$ cat config.mk
export PLATFORM = sky130hd
export DESIGN_NAME = ssb_bus_master
export DESIGN_NICKNAME = d
export VERILOG_FILES = /design/src/verilog/ssb_pkg.sv /design/src/verilog/ssb_bus_master.sv /design/src/verilog/ssb_cs_slot.sv
export SDC_FILE = /design/constraint.sdc
export NUM_CORES = 1
export LEC_CHECK = 0
export ABC_AREA = 1
export BUFFER_PORTS_ARGS = -buffer_cell sky130_fd_sc_hd__buf_2
export CELL_PAD_IN_SITES_DETAIL_PLACEMENT = 2
export CELL_PAD_IN_SITES_GLOBAL_PLACEMENT = 2
export CORE_AREA = 2 2 380 382
export DETAILED_ROUTE_END_ITERATION = 8
export DIE_AREA = 0 0 382 384
export GPL_TIMING_DRIVEN = 1
export PLACE_DENSITY = 0.46
export SLEW_MARGIN = 40
export SYNTH_ARGS = -nofsm -noshare
export SYNTH_HDL_FRONTEND = slang
export SYNTH_SLANG_ARGS = --single-unit
$ cat constraint.sdc
create_clock -name CLOCK -period 4.1 [get_ports CLOCK]
set_input_delay 0.82 -clock CLOCK [delete_from_list [all_inputs] [get_ports CLOCK]]
set_output_delay 0.82 -clock CLOCK [all_outputs]
set_load 0.03 [all_outputs]
$ cat src/verilog/ssb_pkg.sv
// Shared constants and carrier types for the system bus master and chip-select unit
package ssb_pkg;

  localparam int          NUM_CS      = 8;
  localparam int          FIXED_FIRST = 2;
  localparam logic [1:0]  BEAT_LAST   = 2'h3;
  localparam logic [3:0]  WAIT_MAX    = 4'hf;

  // Transfer size codes
  localparam logic [1:0]  SIZE_32     = 2'h0;
  localparam logic [1:0]  SIZE_8      = 2'h1;
  localparam logic [1:0]  SIZE_16     = 2'h2;
  localparam logic [1:0]  SIZE_LINE   = 2'h3;

  // Port width codes of a chip select
  localparam logic [1:0]  PORT_32     = 2'h0;
  localparam logic [1:0]  PORT_8      = 2'h1;
  localparam logic [1:0]  PORT_16     = 2'h2;

  // Address space code that matches every transfer type
  localparam logic [1:0]  SPACE_ANY   = 2'h0;

  // Fixed block of each upper chip select: 2M bytes
  localparam logic [31:0] FIXED_BLOCK = 32'h0020_0000;

  // Line burst address alignment
  localparam int          LINE_LSB    = 4;
  localparam int          WORD_LSB    = 2;

  // Idle levels of the bus outputs
  localparam logic        RST_START_N = 1'h1;
  localparam logic        RST_TIP_N   = 1'h1;
  localparam logic        RST_RW      = 1'h1;

  typedef struct packed {
    logic [31:0]  addr;
    logic [1:0]   size;
    logic         write;
    logic [1:0]   xtype;
    logic [127:0] wdata;
  } ssb_req_t;

  typedef struct packed {
    logic [31:0] base;
    logic [31:0] mask;
    logic [1:0]  port;
    logic [3:0]  waits;
    logic        ext_ack;
    logic [1:0]  space;
    logic        burst_en;
    logic        wprot;
    logic        valid;
  } ssb_cs_cfg_t;

  typedef struct packed {
    logic [31:0] data;
    logic [1:0]  beat;
    logic        last;
    logic        err;
  } ssb_rsp_t;

endpackage
$ cat src/verilog/ssb_bus_master.sv
// Synchronous system bus master with eight chip selects
`timescale 1ns/1ps
// How it works
// - Start strobe low one clock with address
// - Two-bit size field for 8/16/32 bits
// - Direction high on read, low on write
// - Two-bit transfer type with every address
// - In-progress asserted while any transfer runs
// - No new start until acknowledge released
// - Every transfer lasts at least two clocks
// - Burst is four 32-bit beats, unbroken in-progress
// - Bursts only for line fills and DMA
// - Per-select setting suppresses bursts
// - Eight chip selects plus output/write enables
// - Selects zero and one fully programmable
// - Select zero answers right after reset
// - Six selects decode fixed 2M blocks
// - Per-select width, waits, ack, space, burst, protect
// - Everything timed on one bus clock
// - 32-bit address and data buses
// - Memory-mapped only, no I/O cycles
module ssb_bus_master (
  input  wire logic                 CLOCK,
  input  wire logic                 RESETN,
  input  wire logic                 REQ_VALID,
  output logic                      REQ_READY,
  input  ssb_pkg::ssb_req_t         REQ,
  output logic                      RSP_VALID,
  output ssb_pkg::ssb_rsp_t         RSP,
  input  ssb_pkg::ssb_cs_cfg_t      CFG_CS [ssb_pkg::NUM_CS],
  input  wire logic [31:0]          CFG_GROUP_BASE,
  output logic [31:0]               ADDR,
  output logic [31:0]               DATA_O,
  output logic                      DATA_OE,
  input  wire logic [31:0]          DATA_I,
  output logic                      XFER_START_N,
  output logic [1:0]                XFER_SIZE,
  output logic                      XFER_RW,
  output logic [1:0]                XFER_TYPE,
  output logic                      XFER_IN_PROGRESS_N,
  input  wire logic                 XFER_ACK_N,
  output logic [ssb_pkg::NUM_CS-1:0] CS_N,
  output logic                      OE_N,
  output logic                      WE_N,
  output logic [1:0]                CS_PORT
);
  import ssb_pkg::*;

  typedef enum logic [1:0] {ST_IDLE, ST_START, ST_WAIT, ST_NEXT} ssb_state_t;

  ssb_state_t            state_q;
  ssb_state_t            state_d;
  logic [NUM_CS-1:0]     hit;
  logic [2:0]            sel_idx;
  logic                  sel_any;
  ssb_cs_cfg_t           sel_cfg;
  logic                  accept;
  logic                  refuse;
  logic                  ack_now;
  logic                  beat_end;
  logic                  last_beat;
  logic [31:0]           addr_q;
  logic [1:0]            size_q;
  logic                  write_q;
  logic [1:0]            xtype_q;
  logic [127:0]          wdata_q;
  logic [1:0]            beat_q;
  logic                  line_q;
  logic                  burst_q;
  logic                  ext_q;
  logic                  sel_any_q;
  logic [2:0]            sel_q;
  logic [1:0]            port_q;
  logic [3:0]            waits_q;
  logic [3:0]            wcnt_q;
  logic [31:0]           data_o_q;
  ssb_rsp_t              rsp_q;
  logic                  rsp_valid_q;

  ////////////////////////////////////////////////////////////////////////////
  // Chip-select decode

  genvar gi;
  generate
    for (gi = 0; gi < NUM_CS; gi++) begin : g_cs
      ssb_cs_slot #(.IDX(gi)) u_slot (
        .cfg        (CFG_CS[gi]),
        .group_base (CFG_GROUP_BASE),
        .addr       (REQ.addr),
        .xtype      (REQ.xtype),
        .hit        (hit[gi])
      );
    end
  endgenerate

  // Lowest numbered select wins when windows overlap
  always_comb begin
    sel_idx = 3'h0;
    sel_any = 1'b0;
    for (int i = NUM_CS - 1; i >= 0; i--) begin
      if (hit[i]) begin
        sel_idx = 3'(i);
        sel_any = 1'b1;
      end
    end
  end

  assign sel_cfg = CFG_CS[sel_idx];

  ////////////////////////////////////////////////////////////////////////////
  // Transfer sequencing

  // A new start waits for the acknowledge line to be released
  assign REQ_READY = (state_q == ST_IDLE) && XFER_ACK_N;
  assign accept    = REQ_VALID && REQ_READY;
  // Writes into a protected select never reach the bus
  assign refuse    = accept && REQ.write && sel_any && sel_cfg.wprot;

  // Termination comes from the peripheral or from the wait-state counter
  assign ack_now   = (state_q == ST_WAIT) &&
                     ((ext_q || !sel_any_q) ? !XFER_ACK_N : (wcnt_q == 4'h0));
  assign last_beat = !line_q || (beat_q == BEAT_LAST);
  assign beat_end  = ack_now;

  always_comb begin
    state_d = state_q;
    unique case (state_q)
      ST_IDLE:  if (accept && !refuse) state_d = ST_START;
      ST_START: state_d = ST_WAIT;
      ST_WAIT: begin
        if (beat_end) begin
          if (last_beat) begin
            state_d = ST_IDLE;
          end else if (burst_q) begin
            state_d = ST_WAIT;
          end else begin
            state_d = ST_NEXT;
          end
        end
      end
      ST_NEXT:  if (XFER_ACK_N) state_d = ST_START;
    endcase
  end

  always_ff @(posedge CLOCK) begin
    if (!RESETN) begin
      state_q <= ST_IDLE;
    end else begin
      state_q <= state_d;
    end
  end

  // Request capture and beat address
  always_ff @(posedge CLOCK) begin
    if (!RESETN) begin
      addr_q    <= 32'h0000_0000;
      size_q    <= SIZE_32;
      write_q   <= 1'b0;
      xtype_q   <= 2'h0;
      wdata_q   <= 128'h0;
      line_q    <= 1'b0;
      burst_q   <= 1'b0;
      ext_q     <= 1'b0;
      sel_any_q <= 1'b0;
      sel_q     <= 3'h0;
      port_q    <= PORT_32;
      waits_q   <= 4'h0;
      beat_q    <= 2'h0;
    end else if (accept && !refuse) begin
      line_q    <= (REQ.size == SIZE_LINE);
      burst_q   <= (REQ.size == SIZE_LINE) && sel_any && sel_cfg.burst_en;
      addr_q    <= (REQ.size == SIZE_LINE) ? {REQ.addr[31:LINE_LSB], 4'h0} : REQ.addr;
      size_q    <= REQ.size;
      write_q   <= REQ.write;
      xtype_q   <= REQ.xtype;
      wdata_q   <= REQ.wdata;
      ext_q     <= sel_cfg.ext_ack;
      sel_any_q <= sel_any;
      sel_q     <= sel_idx;
      port_q    <= sel_cfg.port;
      waits_q   <= sel_cfg.waits;
      beat_q    <= 2'h0;
    end else if (beat_end && !last_beat) begin
      beat_q                     <= beat_q + 2'h1;
      addr_q[LINE_LSB-1:WORD_LSB] <= beat_q + 2'h1;
    end
  end

  // Wait-state counter reloads for every beat
  always_ff @(posedge CLOCK) begin
    if (!RESETN) begin
      wcnt_q <= 4'h0;
    end else if (state_q == ST_START || beat_end) begin
      wcnt_q <= waits_q;
    end else if (state_q == ST_WAIT && wcnt_q != 4'h0) begin
      wcnt_q <= wcnt_q - 4'h1;
    end
  end

  // Write data of the current beat
  always_ff @(posedge CLOCK) begin
    if (!RESETN) begin
      data_o_q <= 32'h0000_0000;
    end else if (accept && !refuse) begin
      // Beat zero comes straight from the request; the captured copy is not loaded yet
      data_o_q <= REQ.wdata[31:0];
    end else if (state_d == ST_START || (state_d == ST_WAIT && beat_end)) begin
      data_o_q <= wdata_q[32*(beat_end && !last_beat ? beat_q + 2'h1 : beat_q) +: 32];
    end
  end

  // Response per beat, or an error pulse for a refused write
  always_ff @(posedge CLOCK) begin
    if (!RESETN) begin
      rsp_valid_q <= 1'b0;
      rsp_q       <= '0;
    end else begin
      rsp_valid_q <= refuse || beat_end;
      if (refuse) begin
        rsp_q <= '{data: 32'h0000_0000, beat: 2'h0, last: 1'b1, err: 1'b1};
      end else if (beat_end) begin
        rsp_q <= '{data: write_q ? 32'h0000_0000 : DATA_I, beat: beat_q, last: last_beat, err: 1'b0};
      end
    end
  end

  ////////////////////////////////////////////////////////////////////////////
  // Bus pins

  assign RSP_VALID          = rsp_valid_q;
  assign RSP                = rsp_q;
  assign ADDR               = addr_q;
  assign DATA_O             = data_o_q;
  assign DATA_OE            = write_q && (state_q == ST_START || state_q == ST_WAIT);
  assign XFER_START_N       = (state_q == ST_START) ? 1'b0 : RST_START_N;
  assign XFER_SIZE          = (line_q && !burst_q) ? SIZE_32 : size_q;
  assign XFER_RW            = (state_q == ST_IDLE) ? RST_RW : !write_q;
  // Only memory transfer types exist; no separate I/O cycle is ever issued
  assign XFER_TYPE          = xtype_q;
  assign XFER_IN_PROGRESS_N = (state_q == ST_START || state_q == ST_WAIT) ? 1'b0 : RST_TIP_N;
  assign OE_N               = !(state_q == ST_WAIT && !write_q && sel_any_q);
  assign WE_N               = !(state_q == ST_WAIT && write_q && sel_any_q);
  assign CS_PORT            = port_q;

  always_comb begin
    CS_N = '1;
    if ((state_q == ST_START || state_q == ST_WAIT) && sel_any_q) begin
      CS_N[sel_q] = 1'b0;
    end
  end

  ////////////////////////////////////////////////////////////////////////////
  // Checks

  logic [3:0] wage_q;

  always_ff @(posedge CLOCK) begin
    if (!RESETN || state_q != ST_WAIT || beat_end) begin
      wage_q <= 4'h0;
    end else if (wage_q != WAIT_MAX) begin
      wage_q <= wage_q + 4'h1;
    end
  end

  chk_start_one_clock: assert property (@(posedge CLOCK) disable iff (!RESETN)
    !XFER_START_N |=> XFER_START_N && !XFER_IN_PROGRESS_N)
    else $error("start strobe longer than one clock");

  chk_size_follows: assert property (@(posedge CLOCK) disable iff (!RESETN)
    accept && !refuse && REQ.size != SIZE_LINE |=> XFER_SIZE == $past(REQ.size) && !XFER_START_N)
    else $error("size field does not match request");

  chk_dir_level: assert property (@(posedge CLOCK) disable iff (!RESETN)
    accept && !refuse |=> XFER_RW == !$past(REQ.write))
    else $error("direction wrong for transfer");

  chk_type_follows: assert property (@(posedge CLOCK) disable iff (!RESETN)
    accept && !refuse |=> XFER_TYPE == $past(REQ.xtype))
    else $error("transfer type not driven with address");

  chk_start_after_release: assert property (@(posedge CLOCK) disable iff (!RESETN)
    !XFER_START_N |-> $past(XFER_ACK_N))
    else $error("start while acknowledge still low");

  chk_two_clock_min: assert property (@(posedge CLOCK) disable iff (!RESETN)
    !XFER_START_N |-> !ack_now ##1 !XFER_IN_PROGRESS_N)
    else $error("transfer shorter than two clocks");

  chk_burst_tip_held: assert property (@(posedge CLOCK) disable iff (!RESETN)
    beat_end && burst_q && !last_beat |=> !XFER_IN_PROGRESS_N && XFER_START_N)
    else $error("in-progress broken inside burst");

  chk_burst_line_only: assert property (@(posedge CLOCK) disable iff (!RESETN)
    !XFER_START_N && XFER_SIZE == SIZE_LINE |-> line_q && burst_q)
    else $error("burst issued for non-line transfer");

  chk_split_no_burst: assert property (@(posedge CLOCK) disable iff (!RESETN)
    accept && !refuse && REQ.size == SIZE_LINE && !sel_cfg.burst_en |=> XFER_SIZE == SIZE_32)
    else $error("burst reached a select with bursts off");

  chk_cs_onehot: assert property (@(posedge CLOCK) disable iff (!RESETN)
    $onehot0(~CS_N) && (OE_N || WE_N))
    else $error("more than one select or strobe active");

  chk_boot_select: assert property (@(posedge CLOCK) disable iff (!RESETN)
    !CFG_CS[0].valid && accept |=> !CS_N[0])
    else $error("select zero missing before programming");

  chk_wait_count: assert property (@(posedge CLOCK) disable iff (!RESETN)
    ack_now && sel_any_q && !ext_q |-> wage_q == waits_q)
    else $error("wait states differ from setting");

  cov_burst_done:  cover property (@(posedge CLOCK) disable iff (!RESETN) beat_end && burst_q && last_beat);
  cov_split_line:  cover property (@(posedge CLOCK) disable iff (!RESETN) beat_end && line_q && !burst_q && last_beat);
  cov_protect_err: cover property (@(posedge CLOCK) disable iff (!RESETN) refuse);
  cov_long_wait:   cover property (@(posedge CLOCK) disable iff (!RESETN) ack_now && !ext_q && waits_q == WAIT_MAX);

endmodule

$ cat src/verilog/ssb_cs_slot.sv
// Address decoder of one chip select
`timescale 1ns/1ps
module ssb_cs_slot #(
  parameter int IDX = 0
) (
  input  ssb_pkg::ssb_cs_cfg_t cfg,
  input  wire logic [31:0]     group_base,
  input  wire logic [31:0]     addr,
  input  wire logic [1:0]      xtype,
  output logic                 hit
);
  import ssb_pkg::*;

  logic [31:0] base;
  logic [31:0] mask;
  logic        space_ok;
  logic        boot;

  generate
    if (IDX < FIXED_FIRST) begin : g_prog
      assign base = cfg.base;
      assign mask = cfg.mask;
    end else begin : g_fixed
      assign base = group_base + 32'(IDX - FIXED_FIRST) * FIXED_BLOCK;
      assign mask = ~(FIXED_BLOCK - 32'h0000_0001);
    end
  endgenerate

  // Until programmed, the lowest select answers everything so a boot memory can run
  assign boot     = (IDX == 0) && !cfg.valid;
  assign space_ok = (cfg.space == SPACE_ANY) || (cfg.space == xtype);
  assign hit      = boot || (cfg.valid && space_ok && ((addr & mask) == (base & mask)));

endmodule

* After elaboration in Yosys (flattened, before gate mapping) *
Index checks and enable logic that the tools add are counted.

word-level totals
  output and inout bits = 122
  bits of input ports = 841
  register bits after elaboration = 255

operators by class
  reduce and logical (&&, ||, !) cells = 78
  muxes and demuxes = 44
  add/subtract/negate cells = 8
  bitwise gates (word level) = 7
  $lt $le $gt $ge = 3
  shift-type cells = 1
  equal/unequal tests = 23

operators by type and width
  kind                                            number
  binary-select mux 76 bit (select 3 bit)         1
  bitwise AND 32 bit                              4
  indexed part select 128 x 9 -> 32 bit           1
  2-to-1 mux 32 bit                               3
  == test 11 bit                                  6
  adder 32 x 23 -> 32 bit, second input constant  2
  adder 32 x 24 -> 32 bit, second input constant  2
  == test 32 bit                                  2
  logical AND 1 bit                               36
  adder 32 x 22 -> 32 bit, second input constant  1
  2-to-1 mux 3 bit                                9
  2-to-1 mux 12 bit                               2
  logical NOT 2 bit                               9
  2-to-1 mux 2 bit                                9
  == test 2 bit                                   8
  logical OR 1 bit                                15
  2-to-1 mux 1 bit                                14
  2-to-1 mux 4 bit                                3
  == test 2 bit, second input constant            5
  logical NOT 1 bit                               10
  2-to-1 mux 8 bit                                1
  NOT 8 bit                                       1
  one-hot mux 2 bit (4 select lines)              1
  nonzero test 2 bit                              4
  13 further kinds                                15

* Depth between registers and ports, before layout *
Gate-level depths: netlist (run 1).

  depth in word-level cells = 26
  mapped depth = 27
  depth with buffers taken out = 26

* By module *
From an unflattened synthesis (run 1), not the netlist that was laid out.

second synthesis, totals
  cells, all modules = 2546
  area, all modules = 15665.0 µm²

modules (own cells, without submodules)
  module                         instances  cells an instance  seq. area each (µm²)  area an instance (µm²)
  ssb_bus_master                 1          1687               5104.9                11674.9
  ssb_cs_slot at g_cs[0].u_slot  1          170                0.0                   725.7
  ssb_cs_slot at g_cs[1].u_slot  1          150                0.0                   698.2
  ssb_cs_slot at g_cs[7].u_slot  1          111                0.0                   508.0
  ssb_cs_slot at g_cs[3].u_slot  1          91                 0.0                   490.5
  ssb_cs_slot at g_cs[5].u_slot  1          97                 0.0                   467.9
  ssb_cs_slot at g_cs[4].u_slot  1          91                 0.0                   436.7
  ssb_cs_slot at g_cs[6].u_slot  1          92                 0.0                   417.9
  ssb_cs_slot at g_cs[2].u_slot  1          57                 0.0                   245.2

* Worst setup path before layout (run 1) *
Ideal clock, no wire load.

  path type = input port to flip-flop
  start point = in CFG_GROUP_BASE[23]
  end point = reg data_o_q[12] (netlist: DATA_O[12])
  stages on the path = 23
  slack = 0.703 ns
  data arrival time = 3.282 ns
  cells stage by stage = ha_1 buf_2 inv_1 nand2_1 nand2_1 inv_2 nand2_1 nand3_1 nor2_1 nand3_1 nand2_2 nor2_1 nor2_4 nand3_1 nand3_2 nand3_4 nand2_4 nand2_1 a21oi_2 nand2_2 buf_2 a21oi_1 nor2_1

on the way
  cells in the longest elaborated chain, start to end = 24

ends and longest elaborated chain
  element                                                RTL line                                      RTL
  from (decl)                                            ssb_bus_master.sv:31                          input wire logic [31:0] CFG_GROUP_BASE,
  adder 32 x 24 -> 32 bit                                ssb_cs_slot.sv:24                             assign base = group_base + 32'(IDX - FIXED_FIRST) * FIXED_BLOCK;
  == test 11 bit                                         ssb_cs_slot.sv:32                             assign hit = boot || (cfg.valid && space_ok && ((addr & mask) == (base & mask)));
  logical AND 1 bit                                      ssb_cs_slot.sv:32
  2-to-1 mux 3 bit (8 in series)                         ssb_bus_master.sv:101                         if (hit[i]) begin
  NOT 3 -> 4 bit (not written as such)                   ssb_bus_master.sv:108                         assign sel_cfg = CFG_CS[sel_idx];
  binary-select mux 76 bit (select 3 bit)                ssb_bus_master.sv:108
  2-to-1 mux 12 bit (not written as such) (2 in series)  ssb_bus_master.sv:108
  logical AND 1 bit (*)                                  ssb_bus_master.sv:117                         assign refuse = accept && REQ.write && sel_any && sel_cfg.wprot;
  logical NOT 1 bit (*)                                  ssb_bus_master.sv:128, ssb_bus_master.sv:204
  logical AND 1 bit (*)                                  ssb_bus_master.sv:128, ssb_bus_master.sv:204
  2-to-1 mux 2 bit                                       ssb_bus_master.sv:128                         ST_IDLE: if (accept && !refuse) state_d = ST_START;
  one-hot mux 2 bit (4 select lines)                     ssb_bus_master.sv:127                         unique case (state_q)
  == test 2 bit                                          ssb_bus_master.sv:207                         end else if (state_d == ST_START || (state_d == ST_WAIT && beat_end)) begin
  logical AND 1 bit                                      ssb_bus_master.sv:207
  logical OR 1 bit                                       ssb_bus_master.sv:207
  nonzero test 2 bit (no source line)                    n/a
  to (signal assigned)                                   ssb_bus_master.sv:206                         data_o_q <= REQ.wdata[31:0];
  to (signal assigned)                                   ssb_bus_master.sv:208                         data_o_q <= wdata_q[32*(beat_end && !last_beat ? beat_q + 2'h1 : beat_q) +: 32];
  to (decl)                                              ssb_bus_master.sv:76                          logic [31:0] data_o_q;

Mark *: on every way between the ends. The rest lies on a longest branch, timed or not. The select of a mux whose other input is x is not followed.
A chain may end at the register's enable or synchronous reset.

* Final worst setup path (run 1) *
  start point = in CFG_GROUP_BASE[23]
  end point = reg data_o_q[14] (netlist: DATA_O[14])

Same word-level chain as after synthesis.

==> run_results.csv, run 1 <==
group,metric,value,unit
routing,num_vias,19005,
yosys,synth-edff-count,0,
timing,max_slew.worst_pin.slew,0.749,ns
outcome,outcome,"complete, no violations",
timing,hold-worst-slack,0.458,ns
timing,setup_ws,0.268,ns
setup_path,crit_required,4.57,ns
final_layout,fillers,17265,
yosys,async_flop_share,0,%
timing,post-route-min-period,3.83,ns
timing,hold_violations,0,
yosys,ys_seq_area_share,34.6,%
yosys,synth_cell_types,52,
routing,drt.antenna.violating_nets,0,
final_layout,drive_above_1_share,29.9,%
placement,hpwl,83.0,mm
final_layout,syn_to_final_growth,57.4,%
clock_tree,htreeDepth,2,
final_layout,final_cell_mix,"buf_2 (556), nor2_1 (483), nand2_1 (436)",
clock_tree,cts_made_buffers,40,
timing,fmax,261,MHz
power_and_ir_drop,irDropWorstVdd,0.000266,V
global_routing,grt_pass1_wl,144,mm
global_routing,grt_max_degree,71,
floorplan,num_rows,139,
global_routing,grt-ovfl-total,0,
yosys,yosysWarnings,0,
routing,vias_per_cell,3.74,
setup_path,worstPathMaxFanout,14,
global_routing,antenna_found_initial,72,
routing,routedWlPerCell,20.1,microns
clock_tree,hold_buffers,0,
final_layout,fin_nets,3991,
placement,port_buffers,557,
floorplan,coreArea,143000,sq um
floorplan,die_w,382,microns
placement,pre_cts_slack,-0.778,ns
power_and_ir_drop,power_density,499,nW/um^2
timing,setup_viol,0,
yosys,synthCells,2384,
final_layout,register_area,5100,sq um
yosys,netlist_area,14800,sq um
routing,first_iter_violations,648,
placement,placed_cells,4995,
final_layout,multi_input_area,8210,sq um
timing,period_share,93.5,%
timing,skew,0.0310,ns
clock_tree,ctsRootBufferMaster,"clkbuf_16",
clock_tree,clock_sinks,255,
placement,gp_congestion,0.827,
timing,slew_viol_final,0,
clock_tree,clkTransAtPathRegs,0.06,ns
global_routing,grt_pass1_vias,20060,
flow_run,maxCapViolations,0,
setup_path,cp.arrival,4.30,ns
final_layout,fin_cells,5086,
floorplan,start_util,10.3,%
clock_tree,tritoncts,"built",
routing,remaining_drc_errors,0,
yosys,ys_ff_latch,255,
routing,routed_wl,102,mm
clock_tree,insertion_delay,0.61,ns
timing,timing.slew.headroom,49.8,%
final_layout,final_common_cell,"buf_2",
routing,firstDrtPassIters,5,
power_and_ir_drop,fin_total_pwr,0.0116,W
setup_path,start_kind,"input pin",
floorplan,pin_count,963,
power_and_ir_drop,p_leak,10.9,nW
yosys,avgSynthCellArea,6.20,sq um
clock_tree,clockBufferDepth,3,
hold_path,hold_class,"reg2reg",
floorplan,die-area,147000,sq um
setup_path,worst_setup_path_end_kind,"flip-flop",
yosys,synth_nets,3238,
global_routing,grt_use_total,13.5,%
floorplan,die-height,384,microns
setup_path,path_class,"in2reg",
yosys,synth_ff_type,"dfxtp_1",
-- worst paths after layout --
check | from | end | slack [ns] | depth (start not counted)
hold reg to reg | wdata_q[30] | wdata_q[30] | 0.46 | 2
setup reg to reg | state_q[1] | DATA_O[14] | 0.82 | 16
hold / removal | wdata_q[30] | wdata_q[30] | 0.46 | 2
setup / recovery | CFG_GROUP_BASE[23] | DATA_O[14] | 0.27 | 24
-- power breakdown --
group / leakage, nW / internal (W) / total [W] / switching (W)
sequential: 2.09 / 0.00297 / 0.00324 / 0.000261
clock: 0.617 / 0.00198 / 0.00344 / 0.00146
combinational: 8.20 / 0.00184 / 0.00492 / 0.00307
-- flip-flops by register name, indices dropped and copies added, names as in the netlist, 2 cells and up --
signal and cells:
CS_PORT 2, waits_q 4, sel_q 3, XFER_TYPE 2
DATA_O 32, state_q 2, ADDR 32, RSP 36
beat_q 2, wdata_q 128, wcnt_q 4, size_q 2
-- cells in the mapped netlist, drive strengths merged, types with 2 or more instances --
library cell	count	share of area, %
a21boi	4	0.25
a21oi	98	3.4
a311oi	2	0.12
a31oi	9	0.38
buf	41	1.5
clkbuf	87	2.2
clkinv	3	0.076
dfxtp	255	35
ha	13	1.1
inv	246	6.3
nand2	446	12
nand3	148	5.2
nand3b	13	0.66
nand4	27	1.2
nor2	492	13
nor3	9	0.30
nor3b	2	0.10
nor4	7	0.30
o2111ai	2	0.12
o21ai	380	13
o22ai	34	1.4
o31ai	31	1.6
or2	10	0.42
xnor2	6	0.41
xor2	9	0.58
-- final cells by class --
class,count,share of cell area (%)
multi-input cells,1752,35.3
clock buffers,62,5.05
flip-flops and latches,255,22.0
inverters,249,4.04
repair buffers,839,22.8
diodes,18,0.194
clock inverters,8,0.404
well taps,1903,10.2
-- critical path, cell delays in order --
cell and delay [ns]:
buf_2 0.16, ha_1 0.29, nand3_1 0.26, o21ai_1 0.32
nand2_1 0.09, nor2_1 0.12, nand2_1 0.06, nor2_1 0.09
nand2_1 0.18, nand4_2 0.16, nand2_4 0.14, nand2_1 0.14
nand3_1 0.09, nand3_2 0.12, nand3_4 0.18, nand2_8 0.15
nand2_2 0.07, nand2_1 0.07, nand2_1 0.14, nand2_8 0.21
buf_12 0.17, nand3_1 0.09, nand2_1 0.08, nor2_1 0.04
-- layer usage --
layer	global-route usage, %	vias to the layer above	part of all wire (%)
met5	0	-	0.48
met4	3.48	76	2.4
met3	5.21	181	8.6
met2	21.2	585	43
met1	17.2	8867	45
li1	-	9296	-
-- kinds of logic after synthesis --
family                   after synthesis  synth area share (%)
AO/OA/AOI/OAI                        569                  20.7
XOR/XNOR                              15                 0.991
adder cells (fa/ha/maj)               13                  1.10
buffers and inverters                377                  10.1
flip-flops                           255                  34.6
AND/OR/NAND/NOR                     1155                  32.6
-- per-stage QoR --
stage / TNS [ns] / util [%] / area (sq um)
global placement: -152.82 / 15.3 / 21800
global route: -0.0444 / 16.3 / 23200
finish: 0 / 16.3 / 23200
CTS: 0 / 16.2 / 23100
floorplan: 0 / - / 14800
detailed placement: -150.33 / 15.3 / 21800
-- timing repair --
action / 4_1_cts / 5_1_grt
resized for setup: 1 / 6
setup buffers: 0 / 0
setup endpoints to repair: 102 / 180
pin swaps: 0 / 1
hold endpoints to repair: 0 / 0
gates cloned: 0 / 3
Note: power is estimated with default switching activity, not from simulation.
==> run 2: changes to the inputs <==
--- a/config.mk
+++ b/config.mk
@@ -9,11 +9,11 @@
 export BUFFER_PORTS_ARGS = -buffer_cell sky130_fd_sc_hd__buf_2
 export CELL_PAD_IN_SITES_DETAIL_PLACEMENT = 2
 export CELL_PAD_IN_SITES_GLOBAL_PLACEMENT = 2
-export CORE_AREA = 2 2 380 382
+export CORE_AREA = 2 2 377 379
 export DETAILED_ROUTE_END_ITERATION = 8
-export DIE_AREA = 0 0 382 384
+export DIE_AREA = 0 0 379 381
 export GPL_TIMING_DRIVEN = 1
-export PLACE_DENSITY = 0.46
+export PLACE_DENSITY = 0.49
 export SLEW_MARGIN = 40
 export SYNTH_ARGS = -nofsm -noshare
 export SYNTH_HDL_FRONTEND = slang
==> constraint.sdc (replaced) <==
create_clock -name CLOCK -period 3.2 [get_ports CLOCK]
set_input_delay 0.64 -clock CLOCK [delete_from_list [all_inputs] [get_ports CLOCK]]
set_output_delay 0.64 -clock CLOCK [all_outputs]
set_load 0.03 [all_outputs]
==> run_results.csv, run 2 (synthesis results as in run 1) <==
group,metric,value,unit
outcome,outcome,"complete, no violations",
routing,drt.antenna.violating_nets,0,
power_and_ir_drop,power_density,627,nW/um^2
final_layout,final_cell_mix,"buf_2 (541), nor2_1 (462), nand2_1 (371)",
timing,slew_viol_final,0,
placement,hpwl,85.2,mm
placement,port_buffers,557,
timing,hold-worst-slack,0.297,ns
final_layout,largest_reg_flops,128,
timing,max_slew.worst_pin.slew,0.623,ns
floorplan,pin_count,963,
global_routing,antenna_found_initial,53,
routing,vias_per_cell,3.81,
placement,gp_congestion,0.849,
floorplan,coreArea,141000,sq um
timing,timing.slew.headroom,58.5,%
floorplan,num_rows,138,
routing,remaining_drc_errors,0,
clock_tree,clockBufferDepth,3,
routing,routedWlPerCell,21.0,microns
setup_path,worstPathMaxFanout,24,
timing,setup_viol,0,
clock_tree,ctsRootBufferMaster,"clkbuf_16",
routing,num_vias,19552,
floorplan,die-area,144000,sq um
routing,firstDrtPassIters,5,
hold_path,hold_depth,3,
timing,skew,0.0321,ns
routing,routed_wl,107,mm
setup_path,start_kind,"input pin",
timing,hold_violations,0,
hold_path,hold_class,"in2reg",
final_layout,syn_to_final_growth,71.2,%
timing,setup_ws,0.0275,ns
final_layout,fin_nets,4061,
clock_tree,clock_sinks,255,
setup_path,r2r_cells,15,
flow_run,maxCapViolations,0,
routing,first_iter_violations,692,
clock_tree,insertion_delay,0.61,ns
final_layout,fillers,16929,
floorplan,die-height,381,microns
setup_path,path_class,"in2reg",
final_layout,top_register,"wdata_q",
global_routing,grt_pass1_wl,148,mm
timing,period_share,99.1,%
timing,post-route-min-period,3.17,ns
setup_path,cp.arrival,3.65,ns
clock_tree,clkTransAtPathRegs,0.05,ns
setup_path,crit_required,3.68,ns
floorplan,die_w,379,microns
global_routing,grt_use_total,14.1,%
global_routing,grt_pass1_vias,20831,
final_layout,drive_above_1_share,37.4,%
clock_tree,cts_made_buffers,39,
global_routing,grt-ovfl-total,0,
clock_tree,htreeDepth,2,
setup_path,worst_setup_path_end_kind,"flip-flop",
floorplan,start_util,10.5,%
power_and_ir_drop,irDropWorstVdd,0.000465,V
power_and_ir_drop,p_leak,11.7,nW
final_layout,final_common_cell,"buf_2",
timing,fmax,315,MHz
global_routing,grt_max_degree,70,
clock_tree,tritoncts,"built",
timing,rsz0062_at_grt,"yes",
placement,pre_cts_slack,-1.17,ns
## run 2: changes by cell type in the layout (fill, tap and decap cells not counted), sizes merged
cell / previous run / this run
inv: 247 / 244
bufinv: 0 / 1
buf: 837 / 902
clkinv: 9 / 8
clkinvlp: 1 / 3
bufbuf: 0 / 1
diode: 18 / 9
clkbuf: 64 / 62
## run 2: layer usage
metal	global-route usage, %	up-vias	wire [microns]
met4	3.15	50	2280
met3	4.96	153	9100
met5	0	-	310
met2	23.2	600	49300
met1	17.6	9315	46500
li1	-	9434	-
## run 2: cell type report
| cell class | instances | area [sq um] | share of cell area [%] |
|---|---|---|---|
| Clock buffer | 55 | 1150 | 4.53 |
| Antenna cell | 9 | 22.5 | 0.0890 |
| Inverter | 249 | 986 | 3.90 |
| Timing Repair Buffer | 910 | 6370 | 25.2 |
| Sequential cell | 255 | 5100 | 20.2 |
| Tap cell | 1890 | 2360 | 9.35 |
| Clock inverter | 7 | 100 | 0.396 |
| Multi-Input combinational cell | 1752 | 9200 | 36.4 |
## run 2: path summary, 6_finish.rpt
| path | from | end | slack, ns |
|---|---|---|---|
| max | REQ[140] | DATA_O[25] | 0.03 |
| min | REQ[125] | wdata_q[125] | 0.30 |
| max reg2reg | state_q[1] | DATA_O[25] | 0.27 |
| min reg2reg | RSP[3] | RSP[3] | 0.46 |
## run 2: where the power goes
group | internal (W) | switching, W | total [W]
Sequential | 0.00381 | 0.000344 | 0.00415
Combinational | 0.00296 | 0.00434 | 0.00730
Clock | 0.00256 | 0.00184 | 0.00440
## run 2: timing repair
action / in CTS / in global routing
gates cloned: 5 / 10
hold buffers: 0 / 0
buffers inserted: 15 / 29
pin swaps: 17 / 81
setup endpoints to repair: 245 / 209
resized for setup: 97 / 280
## run 2: metrics by stage
| stage | std cells | util [%] | area (sq um) | TNS, ns | power, W |
|---|---|---|---|---|---|
| 2_1_floorplan | 2384 | - | 14800 | 0 | 0.00765 |
| 3_3_place_gp | 4998 | 15.7 | 22000 | -268.67 | 0.0102 |
| 3_5_place_dp | 4998 | 15.7 | 22000 | -257.70 | 0.0103 |
| 4_1_cts | 5080 | 17.0 | 23900 | 0 | 0.0156 |
| 5_1_grt | 5122 | 18.0 | 25300 | -1.16 | 0.0170 |
| 6_report | 5127 | 18.0 | 25300 | 0 | 0.0159 |
## run 2: worst max-delay path, cell delays in order
cell and delay [ns]:
buf_2 0.13, or2_2 0.30, nand3_1 0.12, o21ai_2 0.09, nor2_1 0.13, nand2_2 0.08, nor2_4 0.09, nand3_2 0.16
buf_6 0.18, nand2_1 0.07, inv_2 0.05, buf_4 0.16, nand3b_1 0.08, nand3_1 0.09, nand3_2 0.10, nand3_4 0.14
nand2_8 0.14, nand2_4 0.07, a21boi_4 0.19, nand2_8 0.15, buf_12 0.20, a21oi_1 0.17, nor2_1 0.06
